--- config.mk ---
export PLATFORM = sky130hd
export DESIGN_NAME = scm_status_control
export DESIGN_NICKNAME = d
export VERILOG_FILES = /design/src/scm_pkg.sv /design/src/scm_status_control.sv /design/src/scm_counter.sv
export SDC_FILE = /design/constraint.sdc
export NUM_CORES = 1
export LEC_CHECK = 0
export ABC_AREA = 1
export BUFFER_PORTS_ARGS = -buffer_cell sky130_fd_sc_hd__buf_2
export CAP_MARGIN = 10
export CORE_MARGIN = 8
export CORE_UTILIZATION = 63
export CTS_CLUSTER_DIAMETER = 50
export DETAILED_ROUTE_END_ITERATION = 10
export PLACE_DENSITY = 0.85
export SYNTH_ARGS = -nofsm -noshare
export SYNTH_HDL_FRONTEND = slang
export SYNTH_HIERARCHICAL = 1
export SYNTH_SLANG_ARGS = --single-unit
--- constraint.sdc ---
create_clock -name clk_i -period 2.8 [get_ports clk_i]
set_clock_uncertainty 0.1 [all_clocks]
set_input_delay 0.42 -clock clk_i [delete_from_list [all_inputs] [get_ports clk_i]]
set_output_delay 0.42 -clock clk_i [all_outputs]
set_load 0.03 [all_outputs]
--- src/scm_pkg.sv ---
/*
 * Package for the status and control module: register offsets, field
 * positions, reset values, mode codes and the shared bus carrier.
 * Assumes a single clock domain; the status-and-control clock arrives as an
 * enable-style tick synchronous to the bus clock.
 */
package scm_pkg;

    // ------------------------------------------------------------
    // Register offsets (own choice, no bus map printed)
    // ------------------------------------------------------------
    localparam logic [2:0] ADDR_STATUS    = 3'h0;
    localparam logic [2:0] ADDR_MASK      = 3'h1;
    localparam logic [2:0] ADDR_CONTROL   = 3'h2;
    localparam logic [2:0] ADDR_MODE_HIGH = 3'h3;
    localparam logic [2:0] ADDR_MODE_LOW  = 3'h4;
    localparam logic [2:0] ADDR_AUX       = 3'h5;
    localparam logic [2:0] ADDR_CONFIG    = 3'h6;
    localparam logic [2:0] ADDR_COUNT     = 3'h7;

    // ------------------------------------------------------------
    // Reset values and field positions
    // ------------------------------------------------------------
    localparam logic [7:0] RESET_STATUS   = 8'h00;
    localparam logic [7:0] RESET_CONTROL  = 8'h00;
    localparam logic [7:0] RESET_MASK     = 8'h00;
    localparam logic [7:0] RESET_MODE     = 8'h00;
    localparam logic [7:0] RESET_AUX      = 8'h00;
    localparam logic [7:0] RESET_CONFIG   = 8'h00;
    localparam int         AUX_INT_EN     = 4;
    localparam int         AUX_CNT_START  = 5;
    localparam int         CFG_CAPTURE    = 0;
    localparam int         CFG_SYNCHRONIZER_MODE_SELECT    = 1;
    localparam int         CFG_INTERRUPT_MODE_SELECT     = 2;
    localparam int         CFG_OUT_SEL_LO = 3;
    localparam int         CFG_OUT_SEL_HI = 4;
    localparam int         SYNC_WIDTH     = 4;
    localparam int         COUNT_WIDTH    = 7;

    // ------------------------------------------------------------
    // Mode codes
    // ------------------------------------------------------------
    localparam logic [1:0] CTL_DIRECT     = 2'h0;
    localparam logic [1:0] CTL_SYNC       = 2'h1;
    localparam logic [1:0] CTL_RESERVED   = 2'h2;
    localparam logic [1:0] CTL_PULSE      = 2'h3;
    localparam logic [1:0] OUT_CONTROL    = 2'h0;
    localparam logic [1:0] OUT_PARALLEL   = 2'h1;
    localparam logic [1:0] OUT_COUNTER    = 2'h2;

    // ------------------------------------------------------------
    // Bus request carrier
    // ------------------------------------------------------------
    typedef struct packed {
        logic       read;
        logic       write;
        logic [2:0] addr;
        logic [7:0] wdata;
    } scm_bus_req_t;

endpackage

--- src/scm_status_control.sv ---
/*
 * Status and control module: sticky or transparent status with masked
 * interrupt, per-bit direct/sync/pulse control outputs, counter mode,
 * four-bit double synchronizer and datapath parallel connection.
 * Assumes the bus clock is clk_i, sc_tick_i marks status-and-control clock
 * edges, bus inputs are synchronous, and wakeup is a reset_n_i pulse.
 */
// Functional notes
// - Eight-bit read-only status from routed inputs
// - Status resets to zero after wakeup
// - Mode zero reads live input level
// - Mode one captures high samples stickily
// - Read clears only bits that were set
// - Clear on bus read, independent of tick
// - Read data latched stable during access
// - Interrupt is masked OR of low seven
// - Interrupt shown on status top bit
// - Eight-bit read-write control drives routing
// - Control resets to zero after wakeup
// - Mode code from high and low bits
// - Direct mode drives output on write
// - Sync mode output resampled on tick
// - Counter mode replaces control register
// - Sync mode: four-bit two-stage synchronizer
// - Parallel datapath input and output connection
// - Pulse mode: one tick high, self-clear
// - Interrupt enable gates interrupt output
// - Counter reloads period at zero
// - Mask register doubles as period
`timescale 1ns/1ns
module scm_status_control (
    // Clock and reset
    input  wire logic                  clk_i,
    input  wire logic                  reset_n_i,
    input  wire logic                  sc_tick_i,
    // Register bus
    input  wire scm_pkg::scm_bus_req_t bus_req_i,
    output logic [7:0]                 bus_rdata_o,
    // Routing
    input  wire logic [7:0]            status_in_i,
    input  wire logic [3:0]            module_routed_inputs_i,
    input  wire logic [1:0]            counter_enable_load_inputs_i,
    output logic [7:0]                 module_routed_outputs_o,
    output logic [3:0]                 module_bidir_outputs_o,
    output logic [3:0]                 module_bidir_oe_o,
    // Datapath
    input  wire logic [7:0]            datapath_parallel_out_i,
    output logic [7:0]                 datapath_parallel_in_o
);

    // ------------------------------------------------------------
    // Registers
    // ------------------------------------------------------------
    logic [7:0] event_status;
    logic [7:0] routed_control;
    logic [7:0] control_mode_high;
    logic [7:0] control_mode_low;
    logic [7:0] interrupt_mask;
    logic [7:0] aux_control;
    logic [7:0] module_config;
    logic [7:0] control_sync;
    logic [7:0] pulse_active;
    logic [3:0] sync_stage1;
    logic [3:0] sync_stage2;
    logic       read_active;
    logic [6:0] count;
    logic       terminal;

    logic       status_capture_sel;
    logic       synchronizer_mode_select;
    logic       interrupt_mode_select;
    logic [1:0] module_output_select;
    logic       counter_mode;
    logic       rd_status;
    logic       wr_control;
    logic       irq;
    logic [7:0] status_view;
    logic [7:0] next_rdata;
    logic [7:0] control_out;

    assign status_capture_sel       = module_config[scm_pkg::CFG_CAPTURE];
    assign synchronizer_mode_select = module_config[scm_pkg::CFG_SYNCHRONIZER_MODE_SELECT];
    assign interrupt_mode_select    = module_config[scm_pkg::CFG_INTERRUPT_MODE_SELECT];
    assign module_output_select     = module_config[scm_pkg::CFG_OUT_SEL_HI:scm_pkg::CFG_OUT_SEL_LO];
    assign counter_mode             = (module_output_select == scm_pkg::OUT_COUNTER);
    assign rd_status  = bus_req_i.read && (bus_req_i.addr == scm_pkg::ADDR_STATUS) && !read_active;
    assign wr_control = bus_req_i.write && (bus_req_i.addr == scm_pkg::ADDR_CONTROL) && !counter_mode;

    // ------------------------------------------------------------
    // Configuration registers
    // ------------------------------------------------------------
    always_ff @(posedge clk_i or negedge reset_n_i) begin
        if (!reset_n_i) begin
            control_mode_high <= scm_pkg::RESET_MODE;
            control_mode_low  <= scm_pkg::RESET_MODE;
            interrupt_mask    <= scm_pkg::RESET_MASK;
            aux_control       <= scm_pkg::RESET_AUX;
            module_config     <= scm_pkg::RESET_CONFIG;
        end else if (bus_req_i.write) begin
            case (bus_req_i.addr)
                scm_pkg::ADDR_MODE_HIGH: begin
                    control_mode_high <= bus_req_i.wdata;
                end
                scm_pkg::ADDR_MODE_LOW: begin
                    control_mode_low <= bus_req_i.wdata;
                end
                scm_pkg::ADDR_MASK: begin
                    interrupt_mask <= bus_req_i.wdata;
                end
                scm_pkg::ADDR_AUX: begin
                    aux_control <= bus_req_i.wdata;
                end
                scm_pkg::ADDR_CONFIG: begin
                    module_config <= bus_req_i.wdata;
                end
                default: begin
                end
            endcase
        end
    end

    // ------------------------------------------------------------
    // Status capture, one bit per generate entry
    // ------------------------------------------------------------
    genvar gi;
    generate
        for (gi = 0; gi < 8; gi++) begin : g_status
            always_ff @(posedge clk_i or negedge reset_n_i) begin
                if (!reset_n_i) begin
                    event_status[gi] <= scm_pkg::RESET_STATUS[gi];
                end else if (sc_tick_i && status_in_i[gi] && status_capture_sel
                             && !synchronizer_mode_select) begin
                    event_status[gi] <= 1'b1;
                end else if (rd_status && event_status[gi]) begin
                    event_status[gi] <= 1'b0;
                end
            end
        end
    endgenerate

    // Live or captured view with interrupt on top bit
    assign irq = interrupt_mode_select && aux_control[scm_pkg::AUX_INT_EN]
                 && |(status_view[6:0] & interrupt_mask[6:0]);

    always_comb begin
        status_view = status_capture_sel ? event_status : status_in_i;
        if (synchronizer_mode_select) begin
            status_view = {4'h0, sync_stage2};
        end
    end

    // ------------------------------------------------------------
    // Synchronizer
    // ------------------------------------------------------------
    always_ff @(posedge clk_i or negedge reset_n_i) begin
        if (!reset_n_i) begin
            sync_stage1 <= 4'h0;
            sync_stage2 <= 4'h0;
        end else if (sc_tick_i) begin
            sync_stage1 <= module_routed_inputs_i;
            sync_stage2 <= sync_stage1;
        end
    end

    // ------------------------------------------------------------
    // Control register and output modes
    // ------------------------------------------------------------
    generate
        for (gi = 0; gi < 8; gi++) begin : g_control
            logic [1:0] control_bit_mode_code;
            assign control_bit_mode_code = {control_mode_high[gi], control_mode_low[gi]};

            always_ff @(posedge clk_i or negedge reset_n_i) begin
                if (!reset_n_i) begin
                    routed_control[gi] <= scm_pkg::RESET_CONTROL[gi];
                end else if (wr_control && !(control_bit_mode_code == scm_pkg::CTL_PULSE
                             && pulse_active[gi])) begin
                    routed_control[gi] <= bus_req_i.wdata[gi];
                end else if (control_bit_mode_code == scm_pkg::CTL_PULSE && pulse_active[gi]
                             && sc_tick_i) begin
                    routed_control[gi] <= 1'b0;
                end
            end

            always_ff @(posedge clk_i or negedge reset_n_i) begin
                if (!reset_n_i) begin
                    control_sync[gi] <= 1'b0;
                    pulse_active[gi] <= 1'b0;
                end else if (sc_tick_i) begin
                    control_sync[gi] <= routed_control[gi] && !pulse_active[gi];
                    pulse_active[gi] <= routed_control[gi] && !pulse_active[gi]
                                        && control_bit_mode_code == scm_pkg::CTL_PULSE;
                end
            end

            always_comb begin
                case (control_bit_mode_code)
                    scm_pkg::CTL_SYNC: begin
                        control_out[gi] = control_sync[gi];
                    end
                    scm_pkg::CTL_PULSE: begin
                        control_out[gi] = pulse_active[gi];
                    end
                    scm_pkg::CTL_RESERVED: begin
                        control_out[gi] = next_ctl_bit(gi);
                    end
                    default: begin
                        control_out[gi] = next_ctl_bit(gi);
                    end
                endcase
            end
        end
    endgenerate

    // Direct path value including the write in progress
    function automatic logic next_ctl_bit(input int idx);
        next_ctl_bit = wr_control ? bus_req_i.wdata[idx] : routed_control[idx];
    endfunction

    // ------------------------------------------------------------
    // Counter
    // ------------------------------------------------------------
    scm_counter #(
        .WIDTH      (scm_pkg::COUNT_WIDTH)
    ) u_counter (
        .clk_i      (clk_i),
        .reset_n_i  (reset_n_i),
        .tick_i     (sc_tick_i && counter_mode),
        .run_i      (aux_control[scm_pkg::AUX_CNT_START] && counter_enable_load_inputs_i[0]),
        .load_i     (counter_enable_load_inputs_i[1] && !synchronizer_mode_select),
        .period_i   (interrupt_mask[6:0]),
        .wr_i       (bus_req_i.write && bus_req_i.addr == scm_pkg::ADDR_COUNT),
        .wdata_i    (bus_req_i.wdata[6:0]),
        .count_o    (count),
        .terminal_o (terminal)
    );

    // ------------------------------------------------------------
    // Read data latch
    // ------------------------------------------------------------
    always_comb begin
        case (bus_req_i.addr)
            scm_pkg::ADDR_STATUS:    next_rdata = interrupt_mode_select ? {irq, status_view[6:0]}
                                                                        : status_view;
            scm_pkg::ADDR_MASK:      next_rdata = interrupt_mask;
            scm_pkg::ADDR_CONTROL:   next_rdata = routed_control;
            scm_pkg::ADDR_MODE_HIGH: next_rdata = control_mode_high;
            scm_pkg::ADDR_MODE_LOW:  next_rdata = control_mode_low;
            scm_pkg::ADDR_AUX:       next_rdata = aux_control;
            scm_pkg::ADDR_CONFIG:    next_rdata = module_config;
            default:                 next_rdata = {1'b0, count};
        endcase
    end

    always_ff @(posedge clk_i or negedge reset_n_i) begin
        if (!reset_n_i) begin
            read_active <= 1'b0;
            bus_rdata_o <= 8'h00;
        end else begin
            read_active <= bus_req_i.read;
            if (bus_req_i.read && !read_active) begin
                bus_rdata_o <= next_rdata;
            end
        end
    end

    // ------------------------------------------------------------
    // Routed outputs
    // ------------------------------------------------------------
    always_ff @(posedge clk_i or negedge reset_n_i) begin
        if (!reset_n_i) begin
            module_routed_outputs_o <= 8'h00;
            module_bidir_outputs_o  <= 4'h0;
            module_bidir_oe_o       <= 4'h0;
            datapath_parallel_in_o  <= 8'h00;
        end else begin
            case (module_output_select)
                scm_pkg::OUT_PARALLEL: module_routed_outputs_o <= datapath_parallel_out_i;
                scm_pkg::OUT_COUNTER:  module_routed_outputs_o <= {terminal, count};
                default:               module_routed_outputs_o <= control_out;
            endcase
            module_bidir_outputs_o <= synchronizer_mode_select ? sync_stage2
                                                               : {irq, 3'h0};
            module_bidir_oe_o      <= synchronizer_mode_select ? 4'hF : {interrupt_mode_select, 3'h0};
            datapath_parallel_in_o <= status_in_i;
        end
    end

    // ------------------------------------------------------------
    // Checks
    // ------------------------------------------------------------
    a_sticky_holds : assert property (@(posedge clk_i) disable iff (!reset_n_i)
        (sc_tick_i && status_in_i[0] && status_capture_sel && !synchronizer_mode_select)
        |=> event_status[0])
        else $error("sticky bit not captured");

    a_read_clears : assert property (@(posedge clk_i) disable iff (!reset_n_i)
        (rd_status && event_status[1] && !sc_tick_i) |=> !event_status[1])
        else $error("read did not clear sticky bit");

    a_set_wins : assert property (@(posedge clk_i) disable iff (!reset_n_i)
        (rd_status && sc_tick_i && status_in_i[2] && status_capture_sel && !synchronizer_mode_select)
        |=> event_status[2])
        else $error("event lost under read clear");

    a_read_stable : assert property (@(posedge clk_i) disable iff (!reset_n_i)
        (read_active && bus_req_i.read) |=> $stable(bus_rdata_o))
        else $error("read data changed during access");

    a_irq_masked : assert property (@(posedge clk_i) disable iff (!reset_n_i)
        (interrupt_mask[6:0] == 7'h00) |-> !irq)
        else $error("interrupt without mask");

    a_irq_gated : assert property (@(posedge clk_i) disable iff (!reset_n_i)
        !aux_control[scm_pkg::AUX_INT_EN] |-> !irq)
        else $error("interrupt not gated by enable");

    a_direct_out : assert property (@(posedge clk_i) disable iff (!reset_n_i)
        (wr_control && module_output_select == scm_pkg::OUT_CONTROL && !control_mode_high[3]
         && !control_mode_low[3]) |=> module_routed_outputs_o[3] == $past(bus_req_i.wdata[3]))
        else $error("direct bit not driven on write");

    a_pulse_self_clear : assert property (@(posedge clk_i) disable iff (!reset_n_i)
        (sc_tick_i && g_control[4].control_bit_mode_code == scm_pkg::CTL_PULSE && pulse_active[4])
        |=> !pulse_active[4] && !routed_control[4])
        else $error("pulse did not self-clear");

    a_sync_two_stage : assert property (@(posedge clk_i) disable iff (!reset_n_i)
        sc_tick_i |=> sync_stage2 == $past(sync_stage1))
        else $error("synchronizer stage mismatch");

    c_sticky_read : cover property (@(posedge clk_i) disable iff (!reset_n_i) rd_status && event_status != 8'h00);
    c_pulse       : cover property (@(posedge clk_i) disable iff (!reset_n_i) pulse_active != 8'h00);
    c_irq         : cover property (@(posedge clk_i) disable iff (!reset_n_i) irq);
    c_counter     : cover property (@(posedge clk_i) disable iff (!reset_n_i) counter_mode && terminal);

endmodule

--- src/scm_counter.sv ---
/*
 * Seven-bit down counter with reload from a period value.
 * Assumes tick_i is a one-cycle status-and-control clock enable.
 */
`timescale 1ns/1ns
module scm_counter #(
    parameter int WIDTH = scm_pkg::COUNT_WIDTH
) (
    // Clock and reset
    input  wire logic             clk_i,
    input  wire logic             reset_n_i,
    // Control
    input  wire logic             tick_i,
    input  wire logic             run_i,
    input  wire logic             load_i,
    input  wire logic [WIDTH-1:0] period_i,
    input  wire logic             wr_i,
    input  wire logic [WIDTH-1:0] wdata_i,
    // Result
    output logic      [WIDTH-1:0] count_o,
    output logic                  terminal_o
);

    // ------------------------------------------------------------
    // Count and terminal flag
    // ------------------------------------------------------------
    always_ff @(posedge clk_i or negedge reset_n_i) begin
        if (!reset_n_i) begin
            count_o <= '0;
        end else if (wr_i && !run_i) begin
            count_o <= wdata_i;
        end else if (tick_i && (load_i || (run_i && count_o == '0))) begin
            count_o <= period_i;
        end else if (tick_i && run_i) begin
            count_o <= count_o - 1'b1;
        end
    end

    always_ff @(posedge clk_i or negedge reset_n_i) begin
        if (!reset_n_i) begin
            terminal_o <= 1'b0;
        end else if (tick_i) begin
            terminal_o <= run_i && (count_o == '0);
        end
    end

    a_reload_at_zero : assert property (@(posedge clk_i) disable iff (!reset_n_i)
        (tick_i && run_i && !load_i && !wr_i && count_o == '0) |=> count_o == $past(period_i))
        else $error("counter did not reload at zero");

    a_count_down : assert property (@(posedge clk_i) disable iff (!reset_n_i)
        (tick_i && run_i && !load_i && !wr_i && count_o != '0) |=> count_o == $past(count_o) - 1'b1)
        else $error("counter did not decrement");

endmodule

==> results_dict.tcl <==
set metrics [dict create \
    status "finished, final reports clean" \
    worst_pin_slew_ns 0.8944 \
    fmax_mhz 469.8 \
    relSlewSlack_pct 39.91 \
    power.leakage_uw 0.003570 \
    switching_share_pct 35.55 \
    hold_path_class "input port to flip-flop" \
    fin_nets 832 \
    die_width_um 112.0 \
    cts_setup_buffers 0 \
    met1_usage_pct 36.04 \
    drive_above_1_share_pct 16.79 \
    drt_pre_antenna_iters 6 \
    setup_violations 0 \
    maxSlewViolCount 0 \
    post-route-util_pct 76.06 \
    grt_pass1_vias 5547 \
    seqPwrFrac_pct 39.2 \
    whs_path_depth 3 \
    worstSetupPathType "flip-flop to flip-flop" \
    initial_core_util_pct 63.80 \
    crit_required_ns 3.12 \
    hold_path.startpoint "module_routed_inputs_i[0]" \
    ctsHoldBuffers 10 \
    synth_top_flop_cell "dfrtp_1" \
    synth_seq_area_share_pct 51.24 \
    ys_async_sr_fraction_pct 100.0 \
    whs_endpoint "sync_stage1[0]" \
    vias 5654 \
    grt_pass1_wl_mm 28.71 \
    synth_top_area_cell "dfrtp_1" \
    syn_to_final_growth_pct 19.20 \
    syn_avg_cell_area_um2 8.232 \
    place_congestion 0.9472 \
    cts_buffer_depth 2 \
    place_hpwl_mm 12.18 \
    syn-instance-count 706 \
    timing.rr.end "u_counter/count_o[1]" \
    wl_per_cell_um 19.54 \
    hold_viol 0 \
    drc 0 \
    hold_ws_ns 0.004297 \
    yosysWarnings 6 \
    powerDensity_nw_per_um2 901.1 \
    cts_tree "yes" \
    rows 35 \
    maxCapViolations 0 \
    combPwrFrac_pct 25.5 \
    root_buffer "clkbuf_8" \
    critPathCaptureType "flip-flop" \
    antenna_found_initial 2 \
    p_sw_uw 2219 \
    drt_iter0_drc 638 \
    port_buffers 69 \
    fin_crit_ns 2.128 \
    finalWirelength_mm 17.90 \
    num_io_pins 70 \
    ys_types 39 \
    start_kind "flip-flop" \
    synth.top_cell.area_share_pct 51.24 \
    cts_sinks 119 \
    clk_latency_ns 0.52 \
    cts_buffers 17 \
    grt_use_total_pct 29.25 \
    overflow 0 \
    dieArea_um2 12550 \
    die_y_um 112.0 \
    synthTopCellsByArea "dfrtp_1 51%, nand2_1 14%, inv_1 5.7%, o21ai_0 4.5%, nand3_1 4.1%" \
    synth_nets 747 \
    mostFrequentLayoutCells "221 x nand2_1, 119 x dfrtp_1, 88 x inv_1" \
    syn-cell-area_um2 5812 \
    synth_seq_cells 119 \
    grt.met3_usage_pct 8.749 \
    use_met2_pct 46.32 \
    ir_drop_mv 0.5173 \
    fin_tns_setup_ns 0 \
    viasPerCell 6.172 \
    reg2regPathDepth 10 \
    intPower_uw 4023 \
    coreArea_um2 9109 \
    cp.arrival_ns 2.45 \
    finalCritPeriodShare_pct 76.01 \
    grt_max_degree 42 \
    clk_pin_slew_worst_paths_ns 0.06 \
    final_common_cell "nand2_1" \
    synth_edf_count 0 \
    worst_r2r_startpoint "module_config[3]" \
    crit_fanout 13 \
    rsz0062_at_grt "no" \
    htreeDepth 4 \
    top_usage_layer "met2" \
    ctsResizeCount 0 \
    p_clk_share_pct 35.2 \
    ant_nets 0 \
    rrSetupSlack_ns 0.67 \
]
cells in the mapped netlist (4+ instances only):
master,count
buf_6,6
o211ai_1,9
o21ai_1,8
nand2_1,221
inv_2,8
nand3_1,48
o22ai_1,21
nor2_1,43
inv_1,88
a41oi_1,8
a221oi_1,21
buf_2,4
dfrtp_1,119
o21ai_0,52
clkbuf_1,5
nand2_4,5
layer usage:
layer,vias up,part of all wire [%]
met4,2,4.2
met2,396,46
met5,-,0.056
met3,76,11
li1,2493,-
met1,2687,39
kinds of logic (layout without fill, tap and decap cells):
group / after synthesis / in the layout / share of synthesized area [%]
and+or+nand+nor: 340 / 340 / 25.58
other: 0 / 1 / 0
xor gates and xnor gates: 1 / 1 / 0.1507
DFF: 119 / 119 / 51.24
buffers and inverters: 119 / 217 / 8.848
AOI/OAI and AO/OA: 124 / 124 / 13.54
adders and majority gates: 3 / 3 / 0.6459
worst max-delay path by stage:
stage	startpoint	endpoint	slack, ns	cells past startpoint
after floorplan	sc_tick_i	u_counter/count_o[6]	0.93	11
after global placement	bus_req_i[10]	u_counter/count_o[5]	0.78	13
after CTS	module_config[3]	u_counter/count_o[1]	0.72	10
final	module_config[3]	u_counter/count_o[1]	0.67	10
after detailed placement	module_config[3]	u_counter/count_o[1]	0.73	10
after global routing	module_config[3]	u_counter/count_o[1]	0.45	10
registers in the layout (all words and copies together) (netlist names), 4 cells and up:
name,cells
sync_stage1,4
aux_control,8
event_status,8
interrupt_mask,8
control_mode_low,8
datapath_parallel_in_o,8
control_mode_high,8
sync_stage2,4
pulse_active,8
control_sync,8
module_bidir_outputs_o,4
routed_control,8
module_routed_outputs_o,8
module_config,8
u_counter/count_o,7
bus_rdata_o,8
worst max-delay path, stage by stage (launching register included):
cell and delay [ns]:
dfrtp_1 0.40, inv_1 0.06, ha_1 0.35, nand2_1 0.11, inv_1 0.10, nand2_4 0.14, inv_2 0.07, nor3_4 0.48
nor2_1 0.09, nand2_1 0.08, nand2_1 0.04
final cells by class:
class                           instances  area [µm²]
Sequential cell                       119        2978
Inverter                               98       370.4
Antenna cell                            1       2.502
Multi-Input combinational cell        468        2320
Tap cell                              111       138.9
Clock inverter                         11       148.9
Fill cell                             631        2181
Timing Repair Buffer                   87       520.5
Clock buffer                           21       449.2
stage by stage:
step | area [µm²] | cells | setup slack [ns] | total power (µW)
5_1_grt | 6928 | 916 | 0.4540 | 6513
6_report | 6928 | 916 | 0.6716 | 6243
3_3_place_gp | 6227 | 873 | 0.7826 | 3922
4_1_cts | 6925 | 915 | 0.7173 | 6194
2_1_floorplan | 5812 | 706 | 0.9260 | 3430
3_5_place_dp | 6227 | 873 | 0.7315 | 3981
power groups by stage:
stage / Clock, µW / Combinational, µW / Sequential, µW
final: 2200 / 1590 / 2450
after global routing: 2300 / 1740 / 2480
after CTS: 2200 / 1570 / 2430
after detailed placement: 0 / 1530 / 2450
after global placement: 0 / 1490 / 2430
after floorplan: 0 / 905 / 2520
Power figures use the tool's default switching activity.
